**src/shared/selftest_pkg.sv**
```systemverilog
// Constants, types and register map of the loopback and PRBS self-test block.
// Assumes a management port on the local reference clock of 100 MHz.
`default_nettype none
package selftest_pkg;
    // ****************************************
    // Register offsets
    // ****************************************
    localparam logic [8:0] A_BASIC  = 9'h000;
    localparam logic [8:0] A_PHY    = 9'h010;
    localparam logic [8:0] A_ST     = 9'h016;
    localparam logic [8:0] A_GSTAT  = 9'h017;
    localparam logic [8:0] A_CERR   = 9'h039;
    localparam logic [8:0] A_CBYTE  = 9'h03a;
    localparam logic [8:0] A_PCFG   = 9'h03b;
    localparam logic [8:0] A_LBYTE  = 9'h071;
    localparam logic [8:0] A_LERR   = 9'h072;
    localparam logic [8:0] A_LSETUP = 9'h0fe;
    localparam logic [8:0] A_PKT_LO = 9'h1a8;
    localparam logic [8:0] A_PKT_HI = 9'h1a9;
    // ****************************************
    // Field positions and values
    // ****************************************
    localparam int BC_MII_LOOP = 14;
    localparam int ST_PCS      = 0;
    localparam int ST_EXT      = 1;
    localparam int ST_DIG      = 2;
    localparam int ST_ANA      = 3;
    localparam int ST_REV      = 4;
    localparam int ST_REV_FWD  = 5;
    localparam int ST_MII_TX   = 6;
    localparam int ST_CONT     = 13;
    localparam int ST_GEN      = 14;
    localparam int ST_CHK      = 15;
    localparam int GS_LOCK     = 11;
    localparam int GS_LOST     = 10;
    localparam int GS_BUSY     = 9;
    localparam int CE_CLEAR    = 8;
    localparam logic [15:0] LATCH_CMD = 16'h0201;
    // ****************************************
    // Reset values and counts
    // ****************************************
    localparam logic [15:0] RST_CTRL  = 16'h0000;
    localparam logic [15:0] RST_PCFG  = 16'h3f0b;
    localparam logic [14:0] PRBS_SEED = 15'h7fff;
    localparam logic [1:0]  LOCK_RUN  = 2'h3;
    localparam logic [1:0]  LOST_RUN  = 2'h3;
    localparam int          FIFO_W    = 8;
    localparam int          FIFO_D    = 8;
    // ****************************************
    // Types
    // ****************************************
    typedef enum logic [2:0] {
        OP_COPPER, OP_FIBER, OP_S2R, OP_R2S, OP_MCONV
    } op_mode_t;
    typedef enum logic [1:0] {SPD_10, SPD_100, SPD_1000} speed_t;
    typedef enum logic [2:0] {
        GEN_IDLE = 3'b001, GEN_PKT = 3'b010, GEN_GAP = 3'b100
    } gen_state_t;
    typedef struct packed {
        logic       valid;
        logic [7:0] data;
    } stream_t;
    typedef struct packed {
        logic        wr;
        logic        rd;
        logic [8:0]  addr;
        logic [15:0] wdata;
    } reg_req_t;
endpackage : selftest_pkg
`default_nettype wire

```
**src/hdl/selftest_top.sv**
```systemverilog
// Loopback selection and PRBS self-test of the PHY, with its receive FIFO.
// Assumes MAC, line and register port on core_clk; mode pins are async.
`timescale 1ns/10ps
`default_nettype none

// ****************************************
// Receive FIFO
// ****************************************
module byte_fifo #(
    parameter int W = 8,
    parameter int D = 8
) (
    input  wire logic         clk,
    input  wire logic         arst_n,
    input  wire logic         in_valid,
    input  wire logic [W-1:0] in_data,
    output logic              in_ready,
    output logic              out_valid,
    output logic [W-1:0]      out_data,
    input  wire logic         out_ready
);
    localparam int AW = $clog2(D);
    typedef struct packed {
        logic [D-1:0][W-1:0] mem;
        logic [AW-1:0]       wp;
        logic [AW-1:0]       rp;
        logic [AW:0]         cnt;
        logic                full;
    } fifo_t;
    fifo_t f_q, f_d;
    logic  push, pop;

    assign push      = in_valid & ~f_q.full;
    assign pop       = out_valid & out_ready;
    assign in_ready  = ~f_q.full;
    assign out_valid = f_q.cnt != '0;
    assign out_data  = f_q.mem[f_q.rp];

    always_comb begin
        f_d = f_q;
        if (push) begin
            f_d.mem[f_q.wp] = in_data;
            f_d.wp          = AW'(f_q.wp + 1'b1);
        end
        if (pop) begin
            f_d.rp = AW'(f_q.rp + 1'b1);
        end
        f_d.cnt  = (AW+1)'(f_q.cnt + push - pop);
        f_d.full = f_d.cnt == (AW+1)'(D);
    end

    always_ff @(posedge clk or negedge arst_n) begin
        if (!arst_n) begin
            f_q <= '0;
        end else begin
            f_q <= f_d;
        end
    end
endmodule : byte_fifo

// ****************************************
// Loopback and self-test top
// ****************************************
module selftest_top (
    input  wire logic                   core_clk,
    input  wire logic                   arst_n,
    input  wire selftest_pkg::op_mode_t op_mode,
    input  wire selftest_pkg::speed_t   speed,
    input  wire logic                   line_link,
    input  wire selftest_pkg::stream_t  mac_tx,
    output logic                        mac_tx_ready,
    output selftest_pkg::stream_t       mac_rx,
    input  wire logic                   mac_rx_ready,
    input  wire selftest_pkg::stream_t  line_rx,
    output logic                        line_rx_ready,
    output selftest_pkg::stream_t       line_tx,
    output logic                        link_up,
    input  wire selftest_pkg::reg_req_t reg_req,
    output logic [15:0]                 reg_rdata,
    output logic                        reg_rvalid
);
    import selftest_pkg::*;

    typedef struct packed {
        op_mode_t    op1, op2;
        speed_t      spd1, spd2;
        logic        lnk1, lnk2;
        logic [15:0] bc, phy, st, pcfg, lsetup;
        logic [15:0] rdata;
        logic        rvalid;
        gen_state_t  gst;
        logic [14:0] glfsr;
        logic [7:0]  gcnt;
        logic [14:0] hist;
        logic        locked, lost, chk_d, prev_v;
        logic [1:0]  run;
        logic [7:0]  err, l_err;
        logic [15:0] bytes, l_bytes;
        logic [31:0] pkts, l_pkts;
        stream_t     ltx, mrx;
        logic        link;
    } state_t;

    localparam state_t S_RST = '{bc: RST_CTRL, pcfg: RST_PCFG, gst: GEN_IDLE,
                                 op1: OP_COPPER, op2: OP_COPPER,
                                 spd1: SPD_10, spd2: SPD_10, default: '0};

    state_t      s, n;
    logic [4:0]  av;
    logic        mii, pcs, dig, ana, ext, rev, near;
    logic        gen_en, chk_en, cont, gen_v, gen_adv, acc, start, clr;
    logic [22:0] g8, c8;
    stream_t     tx_src, rx_path, line_path;
    logic        fi_ready, fo_valid, fo_ready;
    logic [7:0]  fo_data;

    // ****************************************
    // Helpers
    // ****************************************
    // Eight steps of x^15 + x^14 + 1; returns new state and the byte, LSB first.
    function automatic logic [22:0] prbs8(input logic [14:0] st);
        logic [14:0] h;
        logic [7:0]  b;
        h = st;
        b = '0;
        for (int i = 0; i < 8; i++) begin
            b[i] = h[14] ^ h[13];
            h    = {h[13:0], b[i]};
        end
        return {h, b};
    endfunction : prbs8

    function automatic logic [14:0] shift_in(input logic [14:0] st,
                                             input logic [7:0]  b);
        logic [14:0] h;
        h = st;
        for (int i = 0; i < 8; i++) begin
            h = {h[13:0], b[i]};
        end
        return h;
    endfunction : shift_in

    function automatic logic [31:0] bump(input logic [31:0] v,
                                         input logic [31:0] max,
                                         input logic        wrap);
        if (v == max) begin
            return wrap ? '0 : v;
        end
        return v + 32'h1;
    endfunction : bump

    // Availability bits, in order MII, PCS, digital, analog, external.
    function automatic logic [4:0] loop_avail(input op_mode_t op, input speed_t sp);
        logic [4:0] a;
        a = 5'h1f;
        if (op == OP_COPPER) begin
            if (sp == SPD_10) a[1] = 1'b0;
            if (sp == SPD_1000) a[4] = 1'b0;
        end else if (op == OP_FIBER) begin
            if (sp == SPD_100) a[1:0] = 2'b00;
            a[4:3] = 2'b00;
        end else if (op == OP_S2R) begin
            a[4:1] = 4'h0;
        end else if (op == OP_R2S) begin
            a[4] = 1'b0;
            a[1] = 1'b0;
        end else begin
            if (sp != SPD_10) a[0] = 1'b0;
            if (sp != SPD_10) a[4] = 1'b0;
        end
        return a;
    endfunction : loop_avail

    // ****************************************
    // Loopback selection
    // ****************************************
    assign av   = loop_avail(s.op2, s.spd2);
    assign mii  = s.bc[BC_MII_LOOP] & av[0];
    assign pcs  = s.st[ST_PCS] & av[1] & ~mii;
    assign dig  = s.st[ST_DIG] & av[2] & ~mii & ~pcs;
    assign ana  = s.st[ST_ANA] & av[3] & ~mii & ~pcs & ~dig;
    assign ext  = s.st[ST_EXT] & av[4];
    assign near = mii | pcs | dig | ana;
    assign rev  = s.st[ST_REV] & ~near;

    assign gen_en = s.st[ST_GEN];
    assign chk_en = s.st[ST_CHK];
    assign cont   = s.st[ST_CONT];
    assign g8     = prbs8(s.glfsr);
    assign c8     = prbs8(s.hist);
    assign gen_v  = gen_en & (s.gst == GEN_PKT);
    assign gen_adv = gen_v & (~near | fi_ready);

    always_comb begin
        tx_src = mac_tx;
        if (gen_en) begin
            tx_src = '{valid: gen_v, data: g8[7:0]};
        end else if (rev) begin
            tx_src = '0;
        end
        line_path = tx_src;
        rx_path   = line_rx;
        if (mii) begin
            rx_path   = mac_tx;
            line_path = s.st[ST_MII_TX] ? mac_tx : '0;
        end else if (pcs | dig | ana) begin
            rx_path   = tx_src;
            line_path = '0;
        end else if (rev) begin
            line_path = line_rx;
            rx_path   = s.st[ST_REV_FWD] ? line_rx : '0;
        end
    end

    assign acc   = chk_en & rx_path.valid & fi_ready;
    assign start = chk_en & ~s.chk_d;
    assign clr   = start | (reg_req.wr & reg_req.addr == A_CERR & reg_req.wdata[CE_CLEAR]);

    // ****************************************
    // Next state
    // ****************************************
    always_comb begin
        n = s;
        n.op1  = op_mode;
        n.op2  = s.op1;
        n.spd1 = speed;
        n.spd2 = s.spd1;
        n.lnk1 = line_link;
        n.lnk2 = s.lnk1;

        // Packet generator.
        case (s.gst)
            GEN_IDLE: begin
                if (gen_en) begin
                    n.gst   = GEN_PKT;
                    n.gcnt  = s.pcfg[15:8];
                    n.glfsr = PRBS_SEED;
                end
            end
            GEN_PKT: begin
                if (!gen_en) begin
                    n.gst = GEN_IDLE;
                end else if (gen_adv) begin
                    n.glfsr = g8[22:8];
                    if (s.gcnt == '0) begin
                        n.gst  = GEN_GAP;
                        n.gcnt = s.pcfg[7:0];
                    end else begin
                        n.gcnt = s.gcnt - 8'h1;
                    end
                end
            end
            GEN_GAP: begin
                if (!gen_en) begin
                    n.gst = GEN_IDLE;
                end else if (s.gcnt == '0) begin
                    n.gst  = GEN_PKT;
                    n.gcnt = s.pcfg[15:8];
                end else begin
                    n.gcnt = s.gcnt - 8'h1;
                end
            end
            default: n.gst = GEN_IDLE;
        endcase

        // Checker; clears come first so a same-cycle event still counts.
        n.chk_d = chk_en;
        if (clr) begin
            n.err   = '0;
            n.bytes = '0;
            n.pkts  = '0;
        end
        if (start) begin
            n.locked = 1'b0;
            n.lost   = 1'b0;
            n.run    = '0;
        end
        if (acc) begin
            n.hist   = shift_in(s.hist, rx_path.data);
            n.prev_v = 1'b1;
            n.bytes  = 16'(bump(32'(n.bytes), 32'hffff, cont));
            if (!s.locked) begin
                if (c8[7:0] != rx_path.data) begin
                    n.run = '0;
                end else if (s.run == LOCK_RUN) begin
                    n.locked = 1'b1;
                    n.run    = '0;
                end else begin
                    n.run = s.run + 2'h1;
                end
            end else if (c8[7:0] != rx_path.data) begin
                n.err = 8'(bump(32'(n.err), 32'hff, cont));
                if (s.run == LOST_RUN) begin
                    n.locked = 1'b0;
                    n.lost   = 1'b1;
                    n.run    = '0;
                end else begin
                    n.run = s.run + 2'h1;
                end
            end else begin
                n.run = '0;
            end
        end else if (chk_en & ~rx_path.valid) begin
            n.prev_v = 1'b0;
            if (s.prev_v) begin
                n.pkts = bump(n.pkts, 32'hffffffff, cont);
            end
        end

        // Register writes.
        if (reg_req.wr) begin
            if (reg_req.addr == A_BASIC) begin
                n.bc = reg_req.wdata;
            end else if (reg_req.addr == A_PHY) begin
                n.phy = reg_req.wdata;
            end else if (reg_req.addr == A_ST) begin
                n.st = reg_req.wdata;
            end else if (reg_req.addr == A_PCFG) begin
                n.pcfg = reg_req.wdata;
            end else if (reg_req.addr == A_LSETUP) begin
                n.lsetup = reg_req.wdata;
            end else if (reg_req.addr == A_LERR && reg_req.wdata == LATCH_CMD) begin
                n.l_bytes = s.bytes;
                n.l_err   = s.err;
                n.l_pkts  = s.pkts;
            end
        end

        // Register reads, answered one cycle later.
        n.rvalid = reg_req.rd;
        n.rdata  = '0;
        if (reg_req.addr == A_BASIC) begin
            n.rdata = s.bc;
        end else if (reg_req.addr == A_PHY) begin
            n.rdata = s.phy;
        end else if (reg_req.addr == A_ST) begin
            n.rdata = s.st;
        end else if (reg_req.addr == A_GSTAT) begin
            n.rdata[GS_LOCK] = s.locked;
            n.rdata[GS_LOST] = s.lost;
            n.rdata[GS_BUSY] = s.gst != GEN_IDLE;
        end else if (reg_req.addr == A_CERR) begin
            n.rdata[7:0] = s.err;
        end else if (reg_req.addr == A_CBYTE) begin
            n.rdata = s.bytes;
        end else if (reg_req.addr == A_PCFG) begin
            n.rdata = s.pcfg;
        end else if (reg_req.addr == A_LBYTE) begin
            n.rdata = s.l_bytes;
        end else if (reg_req.addr == A_LERR) begin
            n.rdata[7:0] = s.l_err;
        end else if (reg_req.addr == A_LSETUP) begin
            n.rdata = s.lsetup;
        end else if (reg_req.addr == A_PKT_LO) begin
            n.rdata = s.l_pkts[15:0];
        end else if (reg_req.addr == A_PKT_HI) begin
            n.rdata = s.l_pkts[31:16];
        end
        if (!reg_req.rd) begin
            n.rdata = s.rdata;
        end

        // Output stages.
        n.ltx = line_path;
        if (fo_ready) begin
            n.mrx = '{valid: fo_valid, data: fo_data};
        end
        n.link = s.lnk2 | near;
    end

    always_ff @(posedge core_clk or negedge arst_n) begin
        if (!arst_n) begin
            s <= S_RST;
        end else begin
            s <= n;
        end
    end

    assign fo_ready = ~s.mrx.valid | mac_rx_ready;

    byte_fifo #(.W(FIFO_W), .D(FIFO_D)) u_fifo (
        .clk       (core_clk),
        .arst_n    (arst_n),
        .in_valid  (rx_path.valid),
        .in_data   (rx_path.data),
        .in_ready  (fi_ready),
        .out_valid (fo_valid),
        .out_data  (fo_data),
        .out_ready (fo_ready)
    );

    assign mac_tx_ready  = fi_ready;
    assign line_rx_ready = fi_ready;
    assign mac_rx        = s.mrx;
    assign line_tx       = s.ltx;
    assign link_up       = s.link;
    assign reg_rdata     = s.rdata;
    assign reg_rvalid    = s.rvalid;
endmodule : selftest_top

`default_nettype wire

```
**config.mk**
```make
export PLATFORM = sky130hd
export DESIGN_NAME = selftest_top
export DESIGN_NICKNAME = d
export VERILOG_FILES = /design/src/shared/selftest_pkg.sv /design/src/hdl/selftest_top.sv
export SDC_FILE = /design/constraint.sdc
export NUM_CORES = 1
export LEC_CHECK = 0
export BUFFER_PORTS_ARGS = -buffer_cell sky130_fd_sc_hd__buf_4
export CORE_ASPECT_RATIO = 0.6
export CORE_MARGIN = 2
export CORE_UTILIZATION = 66
export DETAILED_ROUTE_END_ITERATION = 8
export GPL_TIMING_DRIVEN = 0
export PLACE_DENSITY = 0.86
export SLEW_MARGIN = 10
export SYNTH_ARGS = -nofsm -noshare
export SYNTH_HDL_FRONTEND = slang
export SYNTH_SLANG_ARGS = --single-unit
export TNS_END_PERCENT = 1
```
**constraint.sdc**
```tcl
create_clock -name core_clk -period 7.5 [get_ports core_clk]
set_input_delay 0.375 -clock core_clk [delete_from_list [all_inputs] [get_ports core_clk]]
set_output_delay 0.375 -clock core_clk [all_outputs]
set_load 0.01 [all_outputs]
```
==> metrics.md, run 1 <==
| Metric | Value |
|---|---|
| DR vias/cell | `6.77` |
| Clk buf depth | `3` |
| Io pins | `between 90 and 100` |
| Top cell type by total area after synthesis | `dfrtp_1` |
| RSZ-0062 raised after global routing | `false` |
| Synthesis Warnings | `0` |
| IO Port Bufs | `90` |
| Layout Nets | `1886` |
| Clk pwr share | `32.1%` |
| Worst setup margin | `1.55 ns` |
| Final worst-path cycle share | `79.4%` |
| Tmin final | `5.95 ns` |
| Pre-CTS setup slack | `1.74 ns` |
| Syn_area_per_cell | `10.5 um2` |
| Critical path type | `flop to flop` |
| Initial DRC count | `2101` |
| Switching part of the total power | `30.6%` |
| Gr ovfl total | `0` |
| Largest net degree at the start of global routing | `110` |
| Least-Margin Pin Slew | `roughly 1.3 ns` |
| CTS root buf | `clkbuf_16` |
| FF+latch count, synth | `362` |
| Net Count, Synth | `1748` |
| Distinct cells, synth | `88` |
| Post-DP HPWL | `39400 um` |
| Worst-path clk slew | `0.07 ns` |
| CTS tree | `yes` |
| First-pass GRT wire length | `82800 um` |
| P_int | `3710 uW` |
| Synth top area cells | `dfrtp_1, mux2_2, nand2_1` |
| Fin. Hold Viols | `0` |
| Post-route ant nets | `0` |
| Worst reg2reg path depth | `17` |
| Gr usage total | `approximately 39%` |
| Wire length per cell | `24.7 um` |
| Site Rows | `46` |
| Starting density of the core | `between 60 and 70%` |
| Ys flop type | `dfrtp_1` |
| Drt drc | `0` |
| Mapped Area | `17700 um2` |
| Die width | `215 um` |
| Leakage | `0.00911 uW` |
| GP Congestion | `0.973` |
| TNS Setup | `0 ns` |
| Die area | `28200 um2` |
| Layout Skew | `between 0.02 and 0.025 ns` |
| Via Count | `about 15000` |
| Psw | `1630 uW` |
| Core ar. | `26400 um2` |
| Crit end category | `flop` |
| Hold path endpoint | `line_tx[2]` |
| Worst Hold Depth | `3` |
| Power share of the sequential group | `45.8%` |
| Routed wire length | `around 54000 um` |
| Synthesized instance count | `1681` |
| Synth top area share | `49.8%` |
| Setup-failing EPs final | `0` |
| Number of global-route vias before repair | `14333` |
| Layout cell share with drive strength beyond 1 | `22.1%` |
| CTS sink count | `362` |
| Cell Pwr Density | `266 nW/um2` |
| WP data required | `roughly 7.9 ns` |
| H-tree levels | `2` |
| Slew Limit Headroom | `9.79%` |
| Outcome | `complete, no violations` |
| TritonCTS buffer count | `34` |
| Critical path peak fanout | `10` |
| Die Ht | `131 um` |
| RR Endpoint | `s[66]` |
| F_max | `168 MHz` |
| EDFF count, synth | `0` |
| Fraction of registers with async set/reset | `100%` |
| Register area share after synthesis | `roughly half` |
| CTS resizes | `0` |
| Initial antenna violation count | `2` |
| Final Max Tran Viols | `0` |
| Worst min path class | `primary input to flop` |
| Max-Cap Viols | `0` |
| Min-delay src | `mac_tx[2]` |
| Internal reg-to-reg setup slack | `about 1.5 ns` |
| Skew-Pair Late Insertion Delay | `~0.55 ns` |
| Peak supply drop | `0.000217 V` |
| Nature of the critical path startpoint | `flop` |
| Detailed-router iteration count before antenna repair | `6` |
| Comb pwr share | `between 20% and 30%` |
| Critical Path AT | `6.35 ns` |
| Worst R2R Start | `chk_en` |
| Area Overhead vs Synth | `13.6%` |
==> how the worst max path moves through the flow <==
stage	from	endpoint	slack (ns)	cells after the start
after global routing	chk_en	s[66]	1.34	17
after global placement	reg_req[24]	s[74]	1.93	19
final	chk_en	s[66]	1.55	17
after CTS	chk_en	s[66]	1.82	17
after detailed placement	reg_req[24]	s[66]	1.74	19
after floorplan	reg_req[22]	s[77]	3.46	18
==> critical path, cell delays in order, from the launching register on <==
cell	delay (ns)
dfrtp_1	0.48
nand2b_1	0.34
o41a_1	0.22
clkbuf_1	0.46
clkbuf_1	0.57
clkbuf_1	0.66
nand2_1	0.24
inv_1	0.11
ha_1	0.19
nand3_1	0.22
or4_1	0.47
nor4_1	0.41
and2_1	0.31
nand2_1	0.11
clkbuf_1	0.34
clkbuf_1	0.36
nand3_1	0.21
a21oi_1	0.08
==> layout make-up <==
| cell class | count | area [um2] |
|---|---|---|
| Sequential cell | 362 | 9070 |
| Multi-Input combinational cell | 1165 | 7910 |
| Fill cell | 1787 | 6260 |
| Clock buffer | 49 | 998 |
| Timing Repair Buffer | 102 | 853 |
| Buffer | 126 | 619 |
| Tap cell | 360 | 450 |
| Inverter | 28 | 105 |
| Clock inverter | 10 | 82.6 |
| Antenna cell | 2 | 5.00 |
==> cell usage after synthesis (17+ instances only) <==
library cell / instances
nor4_1: 18
xnor2_1: 17
and3_1: 20
nand2_1: 190
and2_1: 17
a21oi_1: 125
dfrtp_1: 352
mux2_2: 165
a31oi_1: 17
nand4_1: 17
o21ai_0: 95
nand3_1: 44
nor3_1: 30
or3_1: 18
clkbuf_1: 80
inv_1: 27
buf_4: 36
nor2_1: 134
==> per-stage QoR <==
step / area [um2] / hold slack, ns / util [%] / instances / power [uW]
finish: 20100 / 0.0766 / 76.2 / 2204 / 5340
global route: 20100 / 0.0970 / 76.2 / 2204 / 5540
CTS: 20100 / 0.0732 / 76.2 / 2202 / 5310
detailed placement: 18900 / 0.339 / 71.8 / 2135 / 3600
global placement: 18800 / 0.333 / 71.4 / 2131 / 3510
floorplan: 17700 / 0.0794 / - / 1681 / 3170
==> routing by layer <==
| metal | up-vias | GRT usage (%) | part of all wire [%] |
|---|---|---|---|
| met5 | - | 0 | 0 |
| met4 | 0 | 10.4 | 2.3 |
| met3 | 112 | 13.6 | 15 |
| met2 | 1016 | 55.5 | 42 |
| met1 | 7440 | 57.0 | 41 |
| li1 | 6346 | - | - |
==> flip-flops by register name, indices dropped and copies added (netlist names), 6 cells and up <==
register,cells
u_fifo.f_q,75
n,6
reg_rdata,16
mac_rx,9
c8,7
line_tx,9
s,228
g8,7
==> power groups by stage <==
stage               clock network (uW)  registers, uW  logic [uW]
floorplan                            0           2400         775
global placement                     0           2440        1070
detailed placement                   0           2460        1130
CTS                               1710           2430        1160
global route                      1790           2470        1280
finish                            1720           2440        1180
==> logic make-up after synthesis <==
| kind of cell | after synthesis | share of synthesized area, % |
|---|---|---|
| xor+xnor | 32 | 1.66 |
| fa+ha+maj | 13 | 0.962 |
| simple gates | 550 | 15.0 |
| compound gates | 375 | 13.7 |
| mux | 195 | 13.3 |
| flops | 362 | 51.3 |
| buf+inv | 154 | 4.10 |
==> placed cells by master, fill, tap and decap left out, types with 10 or more instances in the layout <==
master and count:
dfrtp_1 352, nand2_1 190, mux2_2 165, nor2_1 134
buf_4 126, a21oi_1 125, o21ai_0 95, clkbuf_1 87
nand3_1 44, clkbuf_16 35, nor3_1 30, inv_1 27
and3_1 20, or3_1 18, xnor2_1 17, and2_1 17
nand4_1 17, a31oi_1 17, mux4_2 16, nor4_1 15
a221oi_1 15, xor2_1 14, mux2i_1 14, a222oi_1 14
nand2b_1 13, a22oi_1 13, ha_1 12, o22ai_1 11
o211ai_1 10, dfstp_2 10
==> timing repair <==
| item | CTS | global route |
|---|---|---|
| endpoints found under the setup margin | 0 | 0 |
| buffers inserted | 0 | 0 |
| hold buffers | 8 | 0 |
| hold endpoints to repair | 78 | 0 |
Note: power is estimated with default switching activity, not from simulation.
==> run 2, diff against run 1 <==
--- a/config.mk
+++ b/config.mk
@@ -5,13 +5,14 @@
 export SDC_FILE = /design/constraint.sdc
 export NUM_CORES = 1
 export LEC_CHECK = 0
+export ABC_AREA = 1
 export BUFFER_PORTS_ARGS = -buffer_cell sky130_fd_sc_hd__buf_4
 export CORE_ASPECT_RATIO = 0.6
 export CORE_MARGIN = 2
-export CORE_UTILIZATION = 66
+export CORE_UTILIZATION = 62
 export DETAILED_ROUTE_END_ITERATION = 8
 export GPL_TIMING_DRIVEN = 0
-export PLACE_DENSITY = 0.86
+export PLACE_DENSITY = 0.81
 export SLEW_MARGIN = 10
 export SYNTH_ARGS = -nofsm -noshare
 export SYNTH_HDL_FRONTEND = slang
==> constraint.sdc (replaced) <==
create_clock -name core_clk -period 5.57 [get_ports core_clk]
set_input_delay 0.2785 -clock core_clk [delete_from_list [all_inputs] [get_ports core_clk]]
set_output_delay 0.2785 -clock core_clk [all_outputs]
set_load 0.01 [all_outputs]
==> run 2 against run 1 <==
Net effect:
- utilization down 4.4 points
- maximum frequency up 46%
- sequential share of layout area down 4.8 points
- synthesized area up 12%
- critical path depth up 4
- combinational power up 46%
- synthesized cell count up 56%
- global-route usage down 0.62 points
- sequential cell count unchanged
- largest cell class unchanged
- highest routed layer unchanged
==> metrics.md, run 2 <==
| Metric | Value |
|---|---|
| Commonest cells post-synth | `nand2_1, dfrtp_1, o21ai_0, inv_1, nor2_1` |
| Worst-path clk slew | `0.06 ns` |
| Cts hold-fix bufs | `14` |
| Worst path bufs/invs | `8` |
| Min-delay src | `line_rx[6]` |
| Critical path's slowest cell | `dfrtp_1` |
| First-pass GRT wire length | `99800 um` |
| Max-Cap Viols | `0` |
| Layout Nets | `between 2000 and 3000` |
| Setup-failing EPs final | `0` |
| CTS tree | `yes` |
| Hold path endpoint | `line_tx[6]` |
| Fill cells | `2497` |
| Net Count, Synth | `2683` |
| Die Ht | `143 um` |
| Largest net degree at the start of global routing | `110` |
| Crit path largest cell delay | `0.53 ns` |
| Top delay family on crit path | `simple AND/OR/NAND/NOR gates` |
| CTS resizes | `0` |
| Post-CTS setup buffers | `0` |
| Crit end category | `flop` |
| Initial antenna violation count | `0` |
| Skew-Pair Late Insertion Delay | `0.54 ns` |
| Comb pwr share | `~23%` |
| Critical Path AT | `between 4 and 5 ns` |
| TNS Setup | `0 ns` |
| Mapped Area | `19900 um2` |
| Gr ovfl total | `0` |
| Critical path type | `flop to flop` |
| Post-Place Cell Area | `21200 um2` |
| DR vias/cell | `6.08` |
| Crit-path most repeated cell | `nand2_1` |
| Wire length per cell | `20.1 um` |
| Final Util | `71.8%` |
| Worst R2R Start | `chk_en` |
| Gr usage total | `between 30% and 40%` |
| Synth top area cells | `dfrtp_1, nand2_1, o21ai_0` |
| P_int | `5150 uW` |
| Register area share after synthesis | `45.7%` |
| Ys flop type | `dfrtp_1` |
| Synth top area share | `44.3%` |
| GP Congestion | `1.04` |
| Fin. Hold Viols | `0` |
| Die width | `235 um` |
| Layout cell share with drive strength beyond 1 | `11.3%` |
| CTS sink count | `362` |
| Switching part of the total power | `32.3%` |
| Synth Area in Compound Gates | `12.9%` |
| Slew Limit Headroom | `22.2%` |
| Clk pwr share | `33.8%` |
| RSZ-0062 raised after global routing | `false` |
| WP data required | `6.00 ns` |
| Core ar. | `31300 um2` |
| Nature of the critical path startpoint | `flop` |
| Post-route cell area | `approximately 23000 um2` |
| Routed wire length | `64300 um` |
| Tmin final | `a little over 4 ns` |
| RR Endpoint | `s[60]` |
| Post-synthesis xor/xnor area fraction | `2.07%` |
| Outcome | `complete, no violations` |
| Die area | `33500 um2` |
| FF+latch count, synth | `362` |
| Via Count | `19470` |
| Syn_area_per_cell | `about 7.6 um2` |
| Post-route ant nets | `0` |
| Psw | `2460 uW` |
| Peak supply drop | `~0.00025 V` |
| CP Cell Sequence | `inv_1 > nor2_1 > inv_1 > nand2_4 > buf_12 > buf_8 > buf_6 > buf_4 > nor2_1 > ha_1 > nand3_1 > nor2_2 > nand2_1 > nor2_2 > nand4_2 > nor2_2 > inv_2 > nand2_1 > nand2_1 > nand2_1 > inv_1` |
| Fraction of registers with async set/reset | `100%` |
| Most common cell after layout, fill and taps aside | `nand2_1` |
| Io pins | `92` |
| Most frequent cells in the layout | `nand2_1, dfrtp_1, o21ai_0` |
| F_max | `246 MHz` |
| Power share of the sequential group | `43.6%` |
| Largest register by flop count | `s` |
| Clk buf depth | `3` |
| Critical path peak fanout | `10` |
| TritonCTS buffer count | `36` |
| Internal reg-to-reg setup slack | `approximately 1.5 ns` |
| Final worst-path cycle share | `73.0%` |
| EDFF count, synth | `0` |
| Count leader, synth | `nand2_1` |
| Simple-Gate Fraction of Synth Area | `29.3%` |
| IO Port Bufs | `90` |
| Detailed-router iteration count before antenna repair | `6` |
| Top cell type by total area after synthesis | `dfrtp_1` |
| Layout Skew | `approximately 0.020 ns` |
| CTS root buf | `clkbuf_16` |
| Synthesized instance count | `around 2600` |
| Worst Hold Depth | `3` |
| Site Rows | `50` |
| Largest family of logic cells by synthesized area | `simple AND/OR/NAND/NOR gates` |
| Least-Margin Pin Slew | `1.16 ns` |
| # diodes | `0` |
| Worst min path class | `primary input to flop` |
| Leakage | `between 0.01 and 0.015 uW` |
| Adder-Cell Fraction of Synth Area | `0.857%` |
| Distinct cells, synth | `56` |
| Max reg flops | `~230` |
| Drt drc | `0` |
| Starting density of the core | `63.4%` |
| H-tree levels | `2` |
| Number of global-route vias before repair | `18014` |
| Synthesis Warnings | `0` |
| Worst reg2reg path depth | `21` |
| Area Overhead vs Synth | `13.3%` |
| Final Max Tran Viols | `0` |
| Post-DP HPWL | `approximately 48000 um` |
| Initial DRC count | `2597` |
| Cell Pwr Density | `338 nW/um2` |
| Mux contribution to synthesized area | `0.277%` |
-- run 2: cell types whose count changed in the layout (fill, tap and decap cells not counted), moves of 18 or more --
cell      delta
nand2_1    +567
inv_1      +220
o21ai_0    +215
mux2_2     -161
nand3_1    +109
nor2_1      +84
a21oi_1     -82
nand4_1     +59
and3_1      -20
o221ai_1    +19
nor2_2      +18
o21ai_1     +18
or3_1       -18
-- run 2: worst register-to-register path, delay by kind of cell (launching register included) --
family / cells / cell delay, ns
adders and majority gates: 1 / 0.31
buffers and inverters: 8 / 1.28
DFF: 1 / 0.53
and+or+nand+nor: 12 / 1.85
-- run 2: logic make-up (layout without fill, tap and decap cells) --
| group | count (synthesis) | after routing |
|---|---|---|
| muxes | 5 | 5 |
| buffers and inverters | 411 | 582 |
| AOI/OAI and AO/OA | 462 | 462 |
| DFF | 362 | 362 |
| adders and majority gates | 13 | 13 |
| xor gates and xnor gates | 47 | 47 |
| and+or+nand+nor | 1316 | 1316 |
-- run 2: per-stage QoR --
stage / total power (uW) / hold WS [ns] / cells / setup WS (ns)
global route: 7970 / 0.0116 / 3203 / 1.33
CTS: 7580 / 0.00506 / 3203 / 1.66
detailed placement: 5030 / 0.260 / 3125 / 1.65
global placement: 4920 / 0.334 / 3122 / 0.787
floorplan: 4430 / -0.0171 / 2616 / 2.65
finish: 7610 / 0.0146 / 3203 / 1.50
-- run 2: worst max path at each step --
| stage | slack [ns] | end | cells after the start | startpoint |
|---|---|---|---|---|
| finish | 1.50 | s[60] | 21 | chk_en |
| global route | 1.33 | s[60] | 21 | chk_en |
| CTS | 1.66 | s[60] | 21 | chk_en |
| detailed placement | 1.65 | s[60] | 23 | reg_req[17] |
| global placement | 0.79 | mac_rx[6] | 1 | arst_n |
| floorplan | 2.65 | s[60] | 24 | reg_req[23] |
-- run 2: metal layers --
metal  vias up  GRT usage, %  part of all wire (%)
met3       103          15.1                    15
li1       8839             -                     -
met4         0          7.43                   1.6
met1      9326          56.6                    43
met2      1202          53.2                    41
met5         -             0                     0
-- run 2: cell type report --
cell class | instances | area (um2) | area share (%)
Sequential cell | 362 | 9070 | 40.3
Tap cell | 416 | 520 | 2.31
Clock buffer | 46 | 1010 | 4.49
Buffer | 142 | 771 | 3.42
Inverter | 269 | 1010 | 4.50
Clock inverter | 18 | 211 | 0.939
Timing Repair Buffer | 107 | 906 | 4.02
Multi-Input combinational cell | 1843 | 9010 | 40.0
-- run 2: power groups by stage --
stage               clock network [uW]  logic (uW)  registers [uW]
global placement                     0        1600            3330
global route                      2690        1930            3350
detailed placement                   0        1690            3340
finish                            2570        1720            3320
floorplan                            0        1160            3270
CTS                               2570        1700            3300
==> run 3, diff against run 2 <==
==> constraint.sdc (replaced) <==
create_clock -name core_clk -period 3.9 [get_ports core_clk]
set_input_delay 0.195 -clock core_clk [delete_from_list [all_inputs] [get_ports core_clk]]
set_output_delay 0.195 -clock core_clk [all_outputs]
set_load 0.01 [all_outputs]
==> run 3 against run 2 <==
Net effect:
- wire length up 0.32%
- sequential power up 43%
- highest routed layer unchanged
- combinational power up 44%
- critical endpoint unchanged
- register-to-register slack worse by 1.4 ns
==> metrics.md, run 3 (same netlist as run 2, synthesis figures left out) <==
| Metric | Value |
|---|---|
| Leakage | `roughly 0.011 uW` |
| Post-CTS setup buffers | `0` |
| P_int | `7370 uW` |
| Final Max Tran Viols | `0` |
| Core ar. | `31300 um2` |
| Initial DRC count | `between 2000 and 3000` |
| Gr usage total | `38.5%` |
| Layout cell share with drive strength beyond 1 | `11.3%` |
| Number of global-route vias before repair | `18089` |
| Max-Cap Viols | `0` |
| Post-route ant nets | `0` |
| Largest register by flop count | `s` |
| Nature of the critical path startpoint | `flop` |
| Setup-failing EPs final | `0` |
| Critical path type | `flop to flop` |
| Die width | `235 um` |
| Pre-CTS setup slack | `0.00582 ns` |
| Detailed-router iteration count before antenna repair | `6` |
| H-tree levels | `2` |
| Die area | `33500 um2` |
| Multi-input logic area | `between 9000 and 10000 um2` |
| Drt drc | `0` |
| Routed wire length | `64500 um` |
| Slew Limit Headroom | `about a quarter` |
| Power share of the sequential group | `between 40% and 50%` |
| Io pins | `92` |
| WP data required | `4.34 ns` |
| IO Port Bufs | `90` |
| Worst min path class | `primary input to flop` |
| Peak supply drop | `0.000360 V` |
| DR vias/cell | `6.12` |
| Layout Skew | `0.0244 ns` |
| Crit-path most repeated cell | `nand2_1` |
| Initial antenna violation count | `0` |
| Worst setup margin | `0.151 ns` |
| Clk pwr share | `33.8%` |
| Psw | `3520 uW` |
| Worst path bufs/invs | `8` |
| Sequential cell area | `9070 um2` |
| Starting density of the core | `between 60% and 70%` |
| CTS root buf | `clkbuf_16` |
| Skew-Pair Late Insertion Delay | `0.54 ns` |
| Most common cell after layout, fill and taps aside | `nand2_1` |
| Critical path peak fanout | `10` |
| Most frequent cells in the layout | `nand2_1, dfrtp_1, o21ai_0` |
| Cell Pwr Density | `481 nW/um2` |
| Final worst-path cycle share | `96.1%` |
| Fill cells | `2482` |
| Largest net degree at the start of global routing | `110` |
| Top delay family on crit path | `simple AND/OR/NAND/NOR gates` |
| Gr ovfl total | `0` |
| Switching part of the total power | `32.3%` |
| Clk buf depth | `3` |
| WHS | `0.0317 ns` |
| CTS tree | `yes` |
| RSZ-0062 raised after global routing | `false` |
| Post-DP HPWL | `roughly 48000 um` |
| Critical Path AT | `4.18 ns` |
| Crit path largest cell delay | `roughly 0.50 ns` |
| CTS sink count | `between 300 and 400` |
| Layout Nets | `2835` |
| Area Overhead vs Synth | `13.8%` |
| TritonCTS buffer count | `36` |
| GP Congestion | `roughly 1.0` |
| Die Ht | `143 um` |
| Least-Margin Pin Slew | `1.11 ns` |
| Worst-path clk slew | `0.07 ns` |
| F_max | `267 MHz` |
| Critical path's slowest cell | `dfrtp_2` |
| Wire length per cell | `20.1 um` |
| Max reg flops | `228` |
| Site Rows | `50` |
| First-pass GRT wire length | `100000 um` |
| Crit end category | `flop` |
| Fin. Hold Viols | `0` |
| Outcome | `complete, no violations` |
| TNS Setup | `0 ns` |
| Tmin final | `3.75 ns` |
| Comb pwr share | `a little under a quarter` |
| CP Cell Sequence | `inv_1 > nor2_1 > inv_1 > nand2_4 > buf_12 > buf_8 > buf_6 > buf_4 > nor2_1 > ha_2 > nand3_1 > nor2_4 > nand2_1 > nor2_2 > nand4_4 > nor2_4 > inv_2 > nand2_1 > nand2_1 > nand2_1 > inv_1` |
| Via Count | `just under 20000` |
run 3: repair_timing:
action | 4_1_cts | 5_1_grt
endpoints found under the setup margin | 1 | 15
endpoints found under the hold margin | 83 | 0
hold buffers | 21 | 0
resized for setup | 1 | 4
run 3: tightest hold or removal path, cell delays in order:
cell and delay (ns):
buf_4 0.12, inv_1 0.13, o21ai_0 0.11
run 3: power by group through the flow:
stage          sequential (uW)  clock (uW)  combinational (uW)
2_1_floorplan             4670           0                1660
3_3_place_gp              4750           0                2280
3_5_place_dp              4770           0                2410
4_1_cts                   4720        3670                2440
5_1_grt                   4790        3840                2770
6_report                  4740        3680                2470
run 3: area by class of cell:
type / count / area share, %
repair buffers: 114 / 4.32
flip-flops and latches: 362 / 40.1
diodes: 1 / 0.0111
clock buffers: 46 / 4.47
inverters: 269 / 4.48
well taps: 416 / 2.30
multi-input cells: 1843 / 39.9
clock inverters: 18 / 0.935
plain buffers: 142 / 3.41
run 3: path summary, 6_finish.rpt:
path	startpoint	to	slack, ns	cells after the start
worst max-delay path	chk_en	s[60]	0.15	21
worst min-delay path	reg_req[9]	s[220]	0.03	3
worst max register to register	chk_en	s[60]	0.15	21
worst min register to register	n[277]	s[277]	0.35	0
max in group asynchronous	arst_n	mac_rx[4]	1.91	5
min in group asynchronous	arst_n	s[266]	0.19	2
run 3: metal layers:
metal / routed length [um] / vias to the layer above / track usage, %
met3: 9740 / 135 / 15.3
met2: 26000 / 1261 / 53.4
met4: 1180 / 0 / 7.79
li1: - / 8852 / -
met5: 0 / - / 0
met1: 27500 / 9408 / 56.7
run 3: stage by stage:
stage,total power [uW],instances,utilization (%),area (um2)
final,10900,3211,72.1,22600
after global routing,11400,3210,72.1,22600
after CTS,10800,3210,72.1,22600
after detailed placement,7180,3125,67.5,21200
after global placement,7030,3122,67.2,21100
after floorplan,6320,2616,-,19900
